File: src/core/dst_pkg.sv
package dst_pkg;

	// ----------------------------------------------------------------
	// Host port register indices (8-bit programmed I/O)
	// ----------------------------------------------------------------
	localparam logic [3:0] OFS_FIFO_LO = 4'h0;
	localparam logic [3:0] OFS_FIFO_HI = 4'h1;
	localparam logic [3:0] OFS_STATUS = 4'h2;
	localparam logic [3:0] OFS_ACQ_CTRL = 4'h3;
	localparam logic [3:0] OFS_DIG_IN = 4'h4;
	localparam logic [3:0] OFS_DIG_OUT = 4'h5;
	localparam logic [3:0] OFS_CNT0 = 4'h8;
	localparam logic [3:0] OFS_CNT_MODE = 4'hB;

	// ----------------------------------------------------------------
	// Field positions
	// ----------------------------------------------------------------
	localparam int CTRL_ACQ_BIT = 0;
	localparam int CTRL_SCAN_BIT = 1;
	localparam int CTRL_CH_LSB = 2;
	localparam int STAT_NE_BIT = 0;
	localparam int STAT_OVF_BIT = 1;
	localparam int STAT_RUN_BIT = 2;
	localparam int STAT_CH_LSB = 4;
	localparam int MODE_FIELD_LSB = 1;
	localparam int MODE_SEL_LSB = 6;

	// ----------------------------------------------------------------
	// Reset values and counter modes
	// ----------------------------------------------------------------
	localparam logic [7:0] ACQ_CTRL_RST = 8'h00;
	localparam logic [3:0] DIG_OUT_RST = 4'h0;
	localparam logic [15:0] CNT_RST = 16'h0000;
	localparam logic [2:0] CNT_MODE_RST = 3'h2;
	localparam logic [2:0] CNT_MODE_RATE = 3'h2;
	localparam logic [2:0] CNT_MODE_SQUARE = 3'h3;
	localparam logic [2:0] SCAN_TOP_MIN = 3'h1;

	// ----------------------------------------------------------------
	// Timing: 1 MHz timebase from the 100 MHz clock
	// ----------------------------------------------------------------
	localparam int CLK_PERIOD_NS = 10;
	localparam int TB_PERIOD_NS = 1000;
	localparam int TB_DIV_CYC = TB_PERIOD_NS / CLK_PERIOD_NS;
	localparam int TB_HALF_CYC = TB_DIV_CYC / 2;

	// ----------------------------------------------------------------
	// Carriers
	// ----------------------------------------------------------------
	typedef struct packed {
		logic wr;
		logic rd;
		logic [3:0] addr;
		logic [7:0] wdata;
	} dst_io_req_t;

	typedef struct packed {
		logic done;
		logic [11:0] code;
	} dst_adc_res_t;

	typedef enum logic {CNV_IDLE, CNV_BUSY} dst_cnv_state_t;

endpackage

File: src/core/dst_acq_core.sv
// Behaviour
// - With scanning on, the channel steps down from the top channel to 0, then restarts at the top.
// - The scan length is set by the top channel so that 2 to 8 channels are covered.
// - A scan counter holds the channel and drives the multiplexer, stepping only when scanning is on.
// - Reading the digital input register returns the live levels of the four input lines.
// - Writing the digital output register stores four bits and drives them until the next write.
// - Counter 0 paces conversions internally; counters 1 and 2 are free for the user.
// - The gate of counter 1 is held active, so it always counts once programmed.
// - Three independent 16-bit counters with several modes are set up through one 8-bit mode register.
// - Counter 0 is clocked by a 1 MHz timebase made from the board clock.
// - The same 1 MHz timebase is driven out to the connector for counters 1 and 2.
// - Each counter has its own clock, gate and output, indexed 0 to 2.
// - The pacer counter pulses when its count reaches 1 and reloads its count, giving 2 us to 65536 us intervals.
// - Each 12-bit result is sign-extended to 16 bits into a 16-word FIFO; not-empty shows in status.
// - A result arriving at a full FIFO is lost and sets a sticky overflow flag.
`timescale 1ns/100ps
`default_nettype none

module dst_acq_core
	import dst_pkg::*;
#(
	parameter int FIFO_DEPTH = 16,
	parameter int FIFO_AW = 4,
	parameter int CH_W = 3
) (
	// Clock and reset
	input wire logic clock,
	input wire logic rst_n,
	// Host programmed I/O
	input wire dst_io_req_t host_req,
	output logic [7:0] host_rdata,
	// Digital port
	input wire logic [3:0] dig_in,
	output logic [3:0] dig_out,
	// Converter and multiplexer
	input wire logic external_convert_trigger_n,
	input wire dst_adc_res_t adc_res,
	output logic adc_start,
	output logic [CH_W-1:0] mux_channel,
	// Counters and timebase
	input wire logic [1:0] user_counter_clk,
	input wire logic user_counter_gate2,
	output logic [1:0] user_counter_out,
	output logic pacer_counter_output,
	output logic timebase_out
);

	// ----------------------------------------------------------------
	// Timebase divider
	// ----------------------------------------------------------------
	logic [7:0] div_reg, div_next;
	logic tb_reg, tb_next;
	logic tick_reg, tick_next;

	// 1 MHz square wave plus a one-clock tick in the clock before its rising edge
	always_comb begin
		div_next = div_reg + 8'h01;
		tick_next = 1'b0;
		if (div_reg == 8'(TB_DIV_CYC - 1)) begin
			div_next = 8'h00;
			tick_next = 1'b1;
		end
		tb_next = (div_reg < 8'(TB_HALF_CYC));
	end

	always_ff @(posedge clock or negedge rst_n) begin
		if (!rst_n) begin
			div_reg <= 8'h00;
			tb_reg <= 1'b0;
			tick_reg <= 1'b0;
		end else begin
			div_reg <= div_next;
			tb_reg <= tb_next;
			tick_reg <= tick_next;
		end
	end

	// ----------------------------------------------------------------
	// Host register state
	// ----------------------------------------------------------------
	logic [7:0] ctrl_reg, ctrl_next;
	logic [3:0] dout_reg, dout_next;
	logic [7:0] rdata_reg, rdata_next;
	logic ovf_reg, ovf_next;
	logic [FIFO_AW:0] fcnt_reg, fcnt_next;
	logic [FIFO_AW-1:0] wptr_reg, wptr_next, rptr_reg, rptr_next;
	logic [15:0] fifo_word;
	logic push, pop, full, wr_hit_ctl;
	logic acq_en, scan_en;
	logic [CH_W-1:0] top_ch;

	assign acq_en = ctrl_reg[CTRL_ACQ_BIT];
	assign scan_en = ctrl_reg[CTRL_SCAN_BIT];
	assign top_ch = ctrl_reg[CTRL_CH_LSB +: CH_W];
	assign full = (fcnt_reg == (FIFO_AW+1)'(FIFO_DEPTH));

	// True when a host access hits a given register
	function automatic logic hit(input logic strobe, input logic [3:0] a,
			input logic [3:0] ofs);
		hit = strobe && (a == ofs);
	endfunction

	assign wr_hit_ctl = hit(host_req.wr, host_req.addr, OFS_STATUS);

	// Control, output port, read data, FIFO pointers and overflow
	always_comb begin
		ctrl_next = ctrl_reg;
		dout_next = dout_reg;
		rdata_next = rdata_reg;
		wptr_next = wptr_reg;
		rptr_next = rptr_reg;
		fcnt_next = fcnt_reg;
		ovf_next = ovf_reg;
		pop = hit(host_req.rd, host_req.addr, OFS_FIFO_HI) && (fcnt_reg != '0);
		if (hit(host_req.wr, host_req.addr, OFS_ACQ_CTRL)) begin
			ctrl_next = host_req.wdata;
		end
		if (hit(host_req.wr, host_req.addr, OFS_DIG_OUT)) begin
			dout_next = host_req.wdata[3:0];
		end
		// Read data; write-only and unmapped offsets read zero
		if (host_req.rd) begin
			if (host_req.addr == OFS_FIFO_LO) begin
				rdata_next = fifo_word[7:0];
			end else if (host_req.addr == OFS_FIFO_HI) begin
				rdata_next = fifo_word[15:8];
			end else if (host_req.addr == OFS_STATUS) begin
				rdata_next = 8'h00;
				rdata_next[STAT_NE_BIT] = (fcnt_reg != '0);
				rdata_next[STAT_OVF_BIT] = ovf_reg;
				rdata_next[STAT_RUN_BIT] = acq_en;
				rdata_next[STAT_CH_LSB +: CH_W] = mux_channel;
			end else if (host_req.addr == OFS_ACQ_CTRL) begin
				rdata_next = ctrl_reg;
			end else if (host_req.addr == OFS_DIG_IN) begin
				rdata_next = {4'h0, dig_in};
			end else begin
				rdata_next = 8'h00;
			end
		end
		// A push to a full FIFO is dropped and flagged
		if (push && full) begin
			ovf_next = 1'b1;
		end else if (wr_hit_ctl && host_req.wdata[STAT_OVF_BIT]) begin
			ovf_next = 1'b0;
		end
		if (push && !full) begin
			wptr_next = wptr_reg + 1'b1;
		end
		if (pop) begin
			rptr_next = rptr_reg + 1'b1;
		end
		if ((push && !full) && !pop) begin
			fcnt_next = fcnt_reg + 1'b1;
		end else if (pop && !(push && !full)) begin
			fcnt_next = fcnt_reg - 1'b1;
		end
	end

	always_ff @(posedge clock or negedge rst_n) begin
		if (!rst_n) begin
			ctrl_reg <= ACQ_CTRL_RST;
			dout_reg <= DIG_OUT_RST;
			rdata_reg <= 8'h00;
			wptr_reg <= '0;
			rptr_reg <= '0;
			fcnt_reg <= '0;
			ovf_reg <= 1'b0;
		end else begin
			ctrl_reg <= ctrl_next;
			dout_reg <= dout_next;
			rdata_reg <= rdata_next;
			wptr_reg <= wptr_next;
			rptr_reg <= rptr_next;
			fcnt_reg <= fcnt_next;
			ovf_reg <= ovf_next;
		end
	end

	// Result storage; sign extension of the 12-bit code
	dst_fifo_mem #(
		.WIDTH(16),
		.DEPTH(FIFO_DEPTH),
		.AW(FIFO_AW)
	) u_fifo (
		.clock(clock),
		.rst_n(rst_n),
		.we(push && !full),
		.waddr(wptr_reg),
		.wdata({{4{adc_res.code[11]}}, adc_res.code}),
		.raddr(rptr_next),
		.rdata(fifo_word)
	);

	// ----------------------------------------------------------------
	// Counters 0 to 2
	// ----------------------------------------------------------------
	logic [2:0] cnt_tick, cnt_gate, cnt_out;
	logic [1:0] uclk_reg;
	logic [2:0] mode_sel;

	// Counter 1 and 2 clocks are pins; a rising level is one count
	always_ff @(posedge clock or negedge rst_n) begin
		if (!rst_n) begin
			uclk_reg <= 2'b00;
		end else begin
			uclk_reg <= user_counter_clk;
		end
	end

	// Per-counter clock and gate sources
	always_comb begin
		cnt_tick = {user_counter_clk & ~uclk_reg, tick_reg};
		cnt_gate = {user_counter_gate2, 1'b1, acq_en};
		mode_sel = 3'b000;
		if (hit(host_req.wr, host_req.addr, OFS_CNT_MODE)) begin
			mode_sel[host_req.wdata[MODE_SEL_LSB +: 2]] = 1'b1;
		end
	end

	// Three identical counters, each with its own clock, gate and output
	for (genvar gi = 0; gi < 3; gi++) begin : g_cnt
		logic [15:0] val_reg, val_next, rld_reg, rld_next;
		logic [2:0] mode_reg, mode_next;
		logic hi_reg, hi_next, arm_reg, arm_next, load_reg, load_next;
		logic out_reg, out_next;
		logic data_wr;

		assign data_wr = hit(host_req.wr, host_req.addr, OFS_CNT0 + 4'(gi));

		// Low byte then high byte arm the counter; count loads on next tick
		always_comb begin
			val_next = val_reg;
			rld_next = rld_reg;
			mode_next = mode_reg;
			hi_next = hi_reg;
			arm_next = arm_reg;
			load_next = load_reg;
			out_next = out_reg;
			if (mode_sel[gi]) begin
				mode_next = host_req.wdata[MODE_FIELD_LSB +: 3];
				hi_next = 1'b0;
				arm_next = 1'b0;
				out_next = 1'b1;
			end else if (data_wr && !hi_reg) begin
				rld_next[7:0] = host_req.wdata;
				hi_next = 1'b1;
			end else if (data_wr) begin
				rld_next[15:8] = host_req.wdata;
				hi_next = 1'b0;
				arm_next = 1'b1;
				load_next = 1'b1;
			end else if (cnt_tick[gi] && arm_reg && cnt_gate[gi]) begin
				if (load_reg) begin
					val_next = rld_reg;
					load_next = 1'b0;
					out_next = 1'b1;
				end else if (mode_reg == CNT_MODE_SQUARE) begin
					// Half period by double decrement; odd counts run long
					if (val_reg <= 16'h0002) begin
						val_next = rld_reg;
						out_next = !out_reg;
					end else begin
						val_next = val_reg - 16'h0002;
					end
				end else if (val_reg == 16'h0001) begin
					val_next = rld_reg;
					out_next = 1'b0;
				end else begin
					val_next = val_reg - 16'h0001;
					out_next = 1'b1;
				end
			end
		end

		always_ff @(posedge clock or negedge rst_n) begin
			if (!rst_n) begin
				val_reg <= CNT_RST;
				rld_reg <= CNT_RST;
				mode_reg <= CNT_MODE_RST;
				hi_reg <= 1'b0;
				arm_reg <= 1'b0;
				load_reg <= 1'b0;
				out_reg <= 1'b1;
			end else begin
				val_reg <= val_next;
				rld_reg <= rld_next;
				mode_reg <= mode_next;
				hi_reg <= hi_next;
				arm_reg <= arm_next;
				load_reg <= load_next;
				out_reg <= out_next;
			end
		end

		assign cnt_out[gi] = out_reg;
	end

	// ----------------------------------------------------------------
	// Conversion control and scan counter
	// ----------------------------------------------------------------
	dst_cnv_state_t cnv_reg, cnv_next;
	logic [CH_W-1:0] ch_reg, ch_next, top_eff;
	logic start_reg, start_next;
	logic pace_prev_reg, ext_prev_reg;
	logic trig;

	// Top channel below 1 would scan one channel only
	assign top_eff = (top_ch < CH_W'(SCAN_TOP_MIN)) ? CH_W'(SCAN_TOP_MIN)
		: top_ch;
	assign trig = acq_en && ((cnt_out[0] && !pace_prev_reg)
		|| (external_convert_trigger_n && !ext_prev_reg));
	assign push = (cnv_reg == CNV_BUSY) && adc_res.done;

	// Triggers while busy are dropped, as the rate limit allows
	always_comb begin
		cnv_next = cnv_reg;
		ch_next = ch_reg;
		start_next = 1'b0;
		if (!scan_en) begin
			ch_next = top_ch;
		end
		case (cnv_reg)
			CNV_IDLE: begin
				if (trig) begin
					start_next = 1'b1;
					cnv_next = CNV_BUSY;
					if (scan_en) begin
						// Step in the same cycle as start so the mux settles early
						ch_next = (ch_reg == '0) ? top_eff
							: ch_reg - 1'b1;
					end
				end
			end
			CNV_BUSY: begin
				if (adc_res.done) begin
					cnv_next = CNV_IDLE;
				end
			end
			default: begin
				cnv_next = CNV_IDLE;
			end
		endcase
		if (!acq_en && scan_en && cnv_reg == CNV_IDLE) begin
			ch_next = top_eff;
		end
	end

	always_ff @(posedge clock or negedge rst_n) begin
		if (!rst_n) begin
			cnv_reg <= CNV_IDLE;
			ch_reg <= '0;
			start_reg <= 1'b0;
			pace_prev_reg <= 1'b1;
			ext_prev_reg <= 1'b1;
		end else begin
			cnv_reg <= cnv_next;
			ch_reg <= ch_next;
			start_reg <= start_next;
			pace_prev_reg <= cnt_out[0];
			ext_prev_reg <= external_convert_trigger_n;
		end
	end

	// ----------------------------------------------------------------
	// Outputs, all from flip-flops
	// ----------------------------------------------------------------
	assign host_rdata = rdata_reg;
	assign dig_out = dout_reg;
	assign adc_start = start_reg;
	assign mux_channel = ch_reg;
	assign user_counter_out = cnt_out[2:1];
	assign pacer_counter_output = cnt_out[0];
	assign timebase_out = tb_reg;

endmodule

`default_nettype wire

File: src/core/dst_fifo_mem.sv
`timescale 1ns/100ps
`default_nettype none

// Result storage: one write port, read data from a register
module dst_fifo_mem #(
	parameter int WIDTH = 16,
	parameter int DEPTH = 16,
	parameter int AW = 4
) (
	// Clock and reset
	input wire logic clock,
	input wire logic rst_n,
	// Write side
	input wire logic we,
	input wire logic [AW-1:0] waddr,
	input wire logic [WIDTH-1:0] wdata,
	// Read side
	input wire logic [AW-1:0] raddr,
	output logic [WIDTH-1:0] rdata
);

	logic [WIDTH-1:0] mem [DEPTH];

	// Storage holds no reset; the read register loads mem[raddr] every clock, written or not
	always_ff @(posedge clock) begin
		if (we) begin
			mem[waddr] <= wdata;
		end
	end

	// Read data register follows the read pointer one clock later
	always_ff @(posedge clock or negedge rst_n) begin
		if (!rst_n) begin
			rdata <= '0;
		end else begin
			rdata <= mem[raddr];
		end
	end

endmodule

`default_nettype wire

File: config.mk
export PLATFORM = sky130hd
export DESIGN_NAME = dst_acq_core
export DESIGN_NICKNAME = d
export VERILOG_FILES = /design/src/core/dst_pkg.sv /design/src/core/dst_acq_core.sv /design/src/core/dst_fifo_mem.sv
export SDC_FILE = /design/constraint.sdc
export NUM_CORES = 1
export LEC_CHECK = 0
export BUFFER_PORTS_ARGS = -buffer_cell sky130_fd_sc_hd__buf_2
export CORE_MARGIN = 10
export CORE_UTILIZATION = 45
export DETAILED_ROUTE_END_ITERATION = 8
export PLACE_DENSITY_LB_ADDON = 0.05
export SYNTH_ARGS = -nofsm -noshare
export SYNTH_HDL_FRONTEND = slang
export SYNTH_SLANG_ARGS = --single-unit
File: constraint.sdc
create_clock -name clock -period 4.55 [get_ports clock]
set_input_delay 0.91 -clock clock [delete_from_list [all_inputs] [get_ports clock]]
set_output_delay 0.91 -clock clock [all_outputs]
set_load 0.02 [all_outputs]
==> run_results.csv <==
group,metric,value,unit
status,run_status,"completed",
yosys,synth_top_area_cell,"edfxtp_1",
yosys,synth.area.top_cells,"edfxtp_1 29%, dfrtp_1 22%, mux4_2 7.5%, mux2i_1 6.5%, mux2_2 4.1%",
detailed_routing,firstDrtPassIters,6,
sta,min_period,3570,ps
global_route,grt_pass1_wl,80800,µm
yosys,synth_top_family_by_area,"multiplexers",
critical_path,end_kind,"flip-flop",
critical_path,rrSetupSlack,980,ps
critical_path,r2r_start,"fcnt_reg[0]",
clocking,clkLatencyLatePin,590,ps
yosys,ys_seq_elements,374,
cells_and_area,fin_nets,1709,
clocking,clockBufferDepth,3,
clocking,numCtsBuffers,44,
floorplanning,dieArea,0.0526,mm²
critical_path,critPathLaunchType,"flip-flop",
min_path,min_path_type,"reg -> reg",
sta,slew_headroom,0.236,
yosys,yosysMostFrequentCell,"edfxtp_1",
sta,setup_viol,0,
sta,hold_viol_final,0,
sta,finalCritPeriodShare,0.784,
power,cellLeakagePower,8.47,nW
detailed_routing,drtAntennaViolNets,0,
yosys,syn_inst,1611,
clocking,cts_hold_buf,0,
yosys,syn_area,0.0197,mm²
sta,rsz0062_at_grt,"false",
floorplanning,core-area,0.0432,mm²
yosys,synthFlopType,"edfxtp_1",
cells_and_area,layout-drive-gt1-share,0.207,
placement,dp_hpwl,34500,µm
detailed_routing,vias,13500,
sta,clock_skew,19.9,ps
placement,port_buffers,56,
critical_path,cp-endpoint,"fcnt_reg[4]",
yosys,yosysUniqueCellTypes,87,
global_route,grt_util_all_layers,0.195,
detailed_routing,top_layer,"met5",
cells_and_area,area_delta_synth_final,12.4,%
power,seqPwrFrac,0.396,
power,switchingPower,3.88,mW
critical_path,critical_path_arrival,4050,ps
sta,max_freq,0.280,GHz
cells_and_area,largest_reg_flops,192,
floorplanning,die_h,229,µm
cells_and_area,fill_cells,3824,
critical_path,cp_max_fo,34,
placement,dp_slack,703,ps
power,p_clk_frac,0.316,
power,peakVddDrop,364,µV
detailed_routing,wirelength,51800,µm
floorplanning,fp.dieW,229,µm
yosys,synth_commonest_cells,"192 x edfxtp_1, 174 x dfrtp_1, 128 x mux2i_1",
detailed_routing,avgViaCountPerCell,5.96,
floorplanning,ios,57,
power,pwr-share-comb,0.288,
clocking,htree_levels,2,
yosys,synth_top_area_frac,0.292,
yosys,synth-edff-count,192,
clocking,cts_tree,"done",
critical_path,r2r-end,"fcnt_reg[4]",
clocking,cts.reportedPaths.clkPinSlew,60,ps
critical_path,crit_required,5030,ps
global_route,antenna_found_initial,4,
sta,worstMarginPinSlew,1140,ps
clocking,root_buffer,"clkbuf_16",
power,switching_share,0.324,
critical_path,startpoint,"fcnt_reg[0]",
power,finalPower,12.0,mW
yosys,synthXorXnorAreaFrac,0.0230,
clocking,cts_resized,0,
sta,hold_ws,410,ps
detailed_routing,wl_met3,2500,µm
critical_path,worstSetupPathType,"reg -> reg",
sta,tns,0,ps
detailed_routing,routed-wl-met2,24400,µm
yosys,ys_async_sr_fraction,0.487,
yosys,ys_seq_area_frac,0.524,
power,powerDensity,540,mW/mm²
yosys,postSynthAreaPerCell,12.2,µm²
cells_and_area,finish.utilization,0.513,
yosys,yosys_warnings,0,
power,p_int,8.09,mW
placement,globalplace.congestion,0.887,
sta,drv_slew,0,
yosys,yosys.area_share.simple,0.106,
clocking,clock-sinks,374,
detailed_routing,drc,0,
global_route,gr-total-overflow,0,
floorplanning,rows,76,
detailed_routing,drt_iter0_markers,1318,
clocking,post-cts-setup-buffer-count,0,
global_route,grt_pass1_vias,13500,
critical_path,r2r_cells,11,
floorplanning,initial_core_util,0.457,
job,maxCapViolCount,0,
global_route,grt_max_degree,109,
yosys,synth_compound_area_frac,0.114,
yosys,synth_nets,1676,
yosys,synthMuxAreaShare,0.182,
sta,fin_ws,981,ps
detailed_routing,m1WireLength,23400,µm
detailed_routing,drt-wirelength-per-cell,22.8,µm
yosys,synthAdderAreaFrac,0.0182,
==> how the worst min path moves through the flow <==
stage                               from            end  depth (start not counted)
finish              pacer_counter_output  pace_prev_reg                          0
global route        pacer_counter_output  pace_prev_reg                          0
CTS                 pacer_counter_output  pace_prev_reg                          0
detailed placement  pacer_counter_output  pace_prev_reg                          0
global placement    pacer_counter_output  pace_prev_reg                          0
floorplan           pacer_counter_output  pace_prev_reg                          0
==> area by class of cell <==
| type | instances | area (µm²) | share of cell area |
|---|---|---|---|
| inverter | 45 | 169 | 0.00762 |
| multi-input combinational | 1087 | 8770 | 0.396 |
| sequential | 374 | 10300 | 0.466 |
| clock buffer | 57 | 1210 | 0.0547 |
| clock inverter | 24 | 352 | 0.0159 |
| antenna | 2 | 5.00 | 0.000226 |
| timing repair buffer | 92 | 584 | 0.0264 |
| tap | 585 | 732 | 0.0330 |
==> worst max-delay path, stage by stage (launching register included) <==
cell and delay, ps:
dfrtp_1 440, or4_4 590, o211a_2 280, inv_2 620, ha_1 320, inv_1 100
fa_1 410, a21o_1 190, a21oi_1 190, xnor2_1 140, nor2_1 60, xnor2_1 120
==> cells in the final DEF (no fill, tap or decap), drive strengths merged, types with 23 or more instances in the layout <==
| cell | netlist | layout |
|---|---|---|
| o21ai | 82 | 82 |
| mux4 | 66 | 66 |
| nand2 | 111 | 111 |
| edfxtp | 192 | 192 |
| nor3 | 52 | 52 |
| ha | 27 | 27 |
| o22ai | 23 | 23 |
| clkbuf | 61 | 58 |
| inv | 42 | 45 |
| buf | 44 | 91 |
| a21oi | 55 | 55 |
| mux2i | 128 | 128 |
| mux2 | 72 | 72 |
| dfrtp | 174 | 174 |
| xnor2 | 37 | 37 |
| nor2 | 106 | 106 |
==> logic make-up after synthesis <==
family,after synthesis
adders and majority gates,28
buffers and inverters,150
DFF,374
muxes,266
and+or+nand+nor,414
xor gates and xnor gates,51
AOI/OAI and AO/OA,328
==> power by group through the flow <==
stage                     sequential, mW  clock [mW]  combinational, mW
after floorplan                     4.42           0               2.88
after global placement              4.79           0               3.44
after detailed placement            4.79           0               3.46
after CTS                           4.74        3.87               3.48
after global routing                4.82        4.01               3.78
final                               4.74        3.78               3.45
==> routing by layer <==
metal,vias up,global-route usage
met5,-,0
met4,4,0.0606
met3,88,0.0350
met2,336,0.310
met1,6824,0.266
li1,6251,-
==> through the flow <==
step / std cells / area, µm²
finish: 2266 / 22200
detailed placement: 2183 / 20600
global route: 2266 / 22200
floorplan: 1611 / 19700
CTS: 2264 / 22200
global placement: 2183 / 20600
Note: power is estimated with default switching activity, not from simulation.
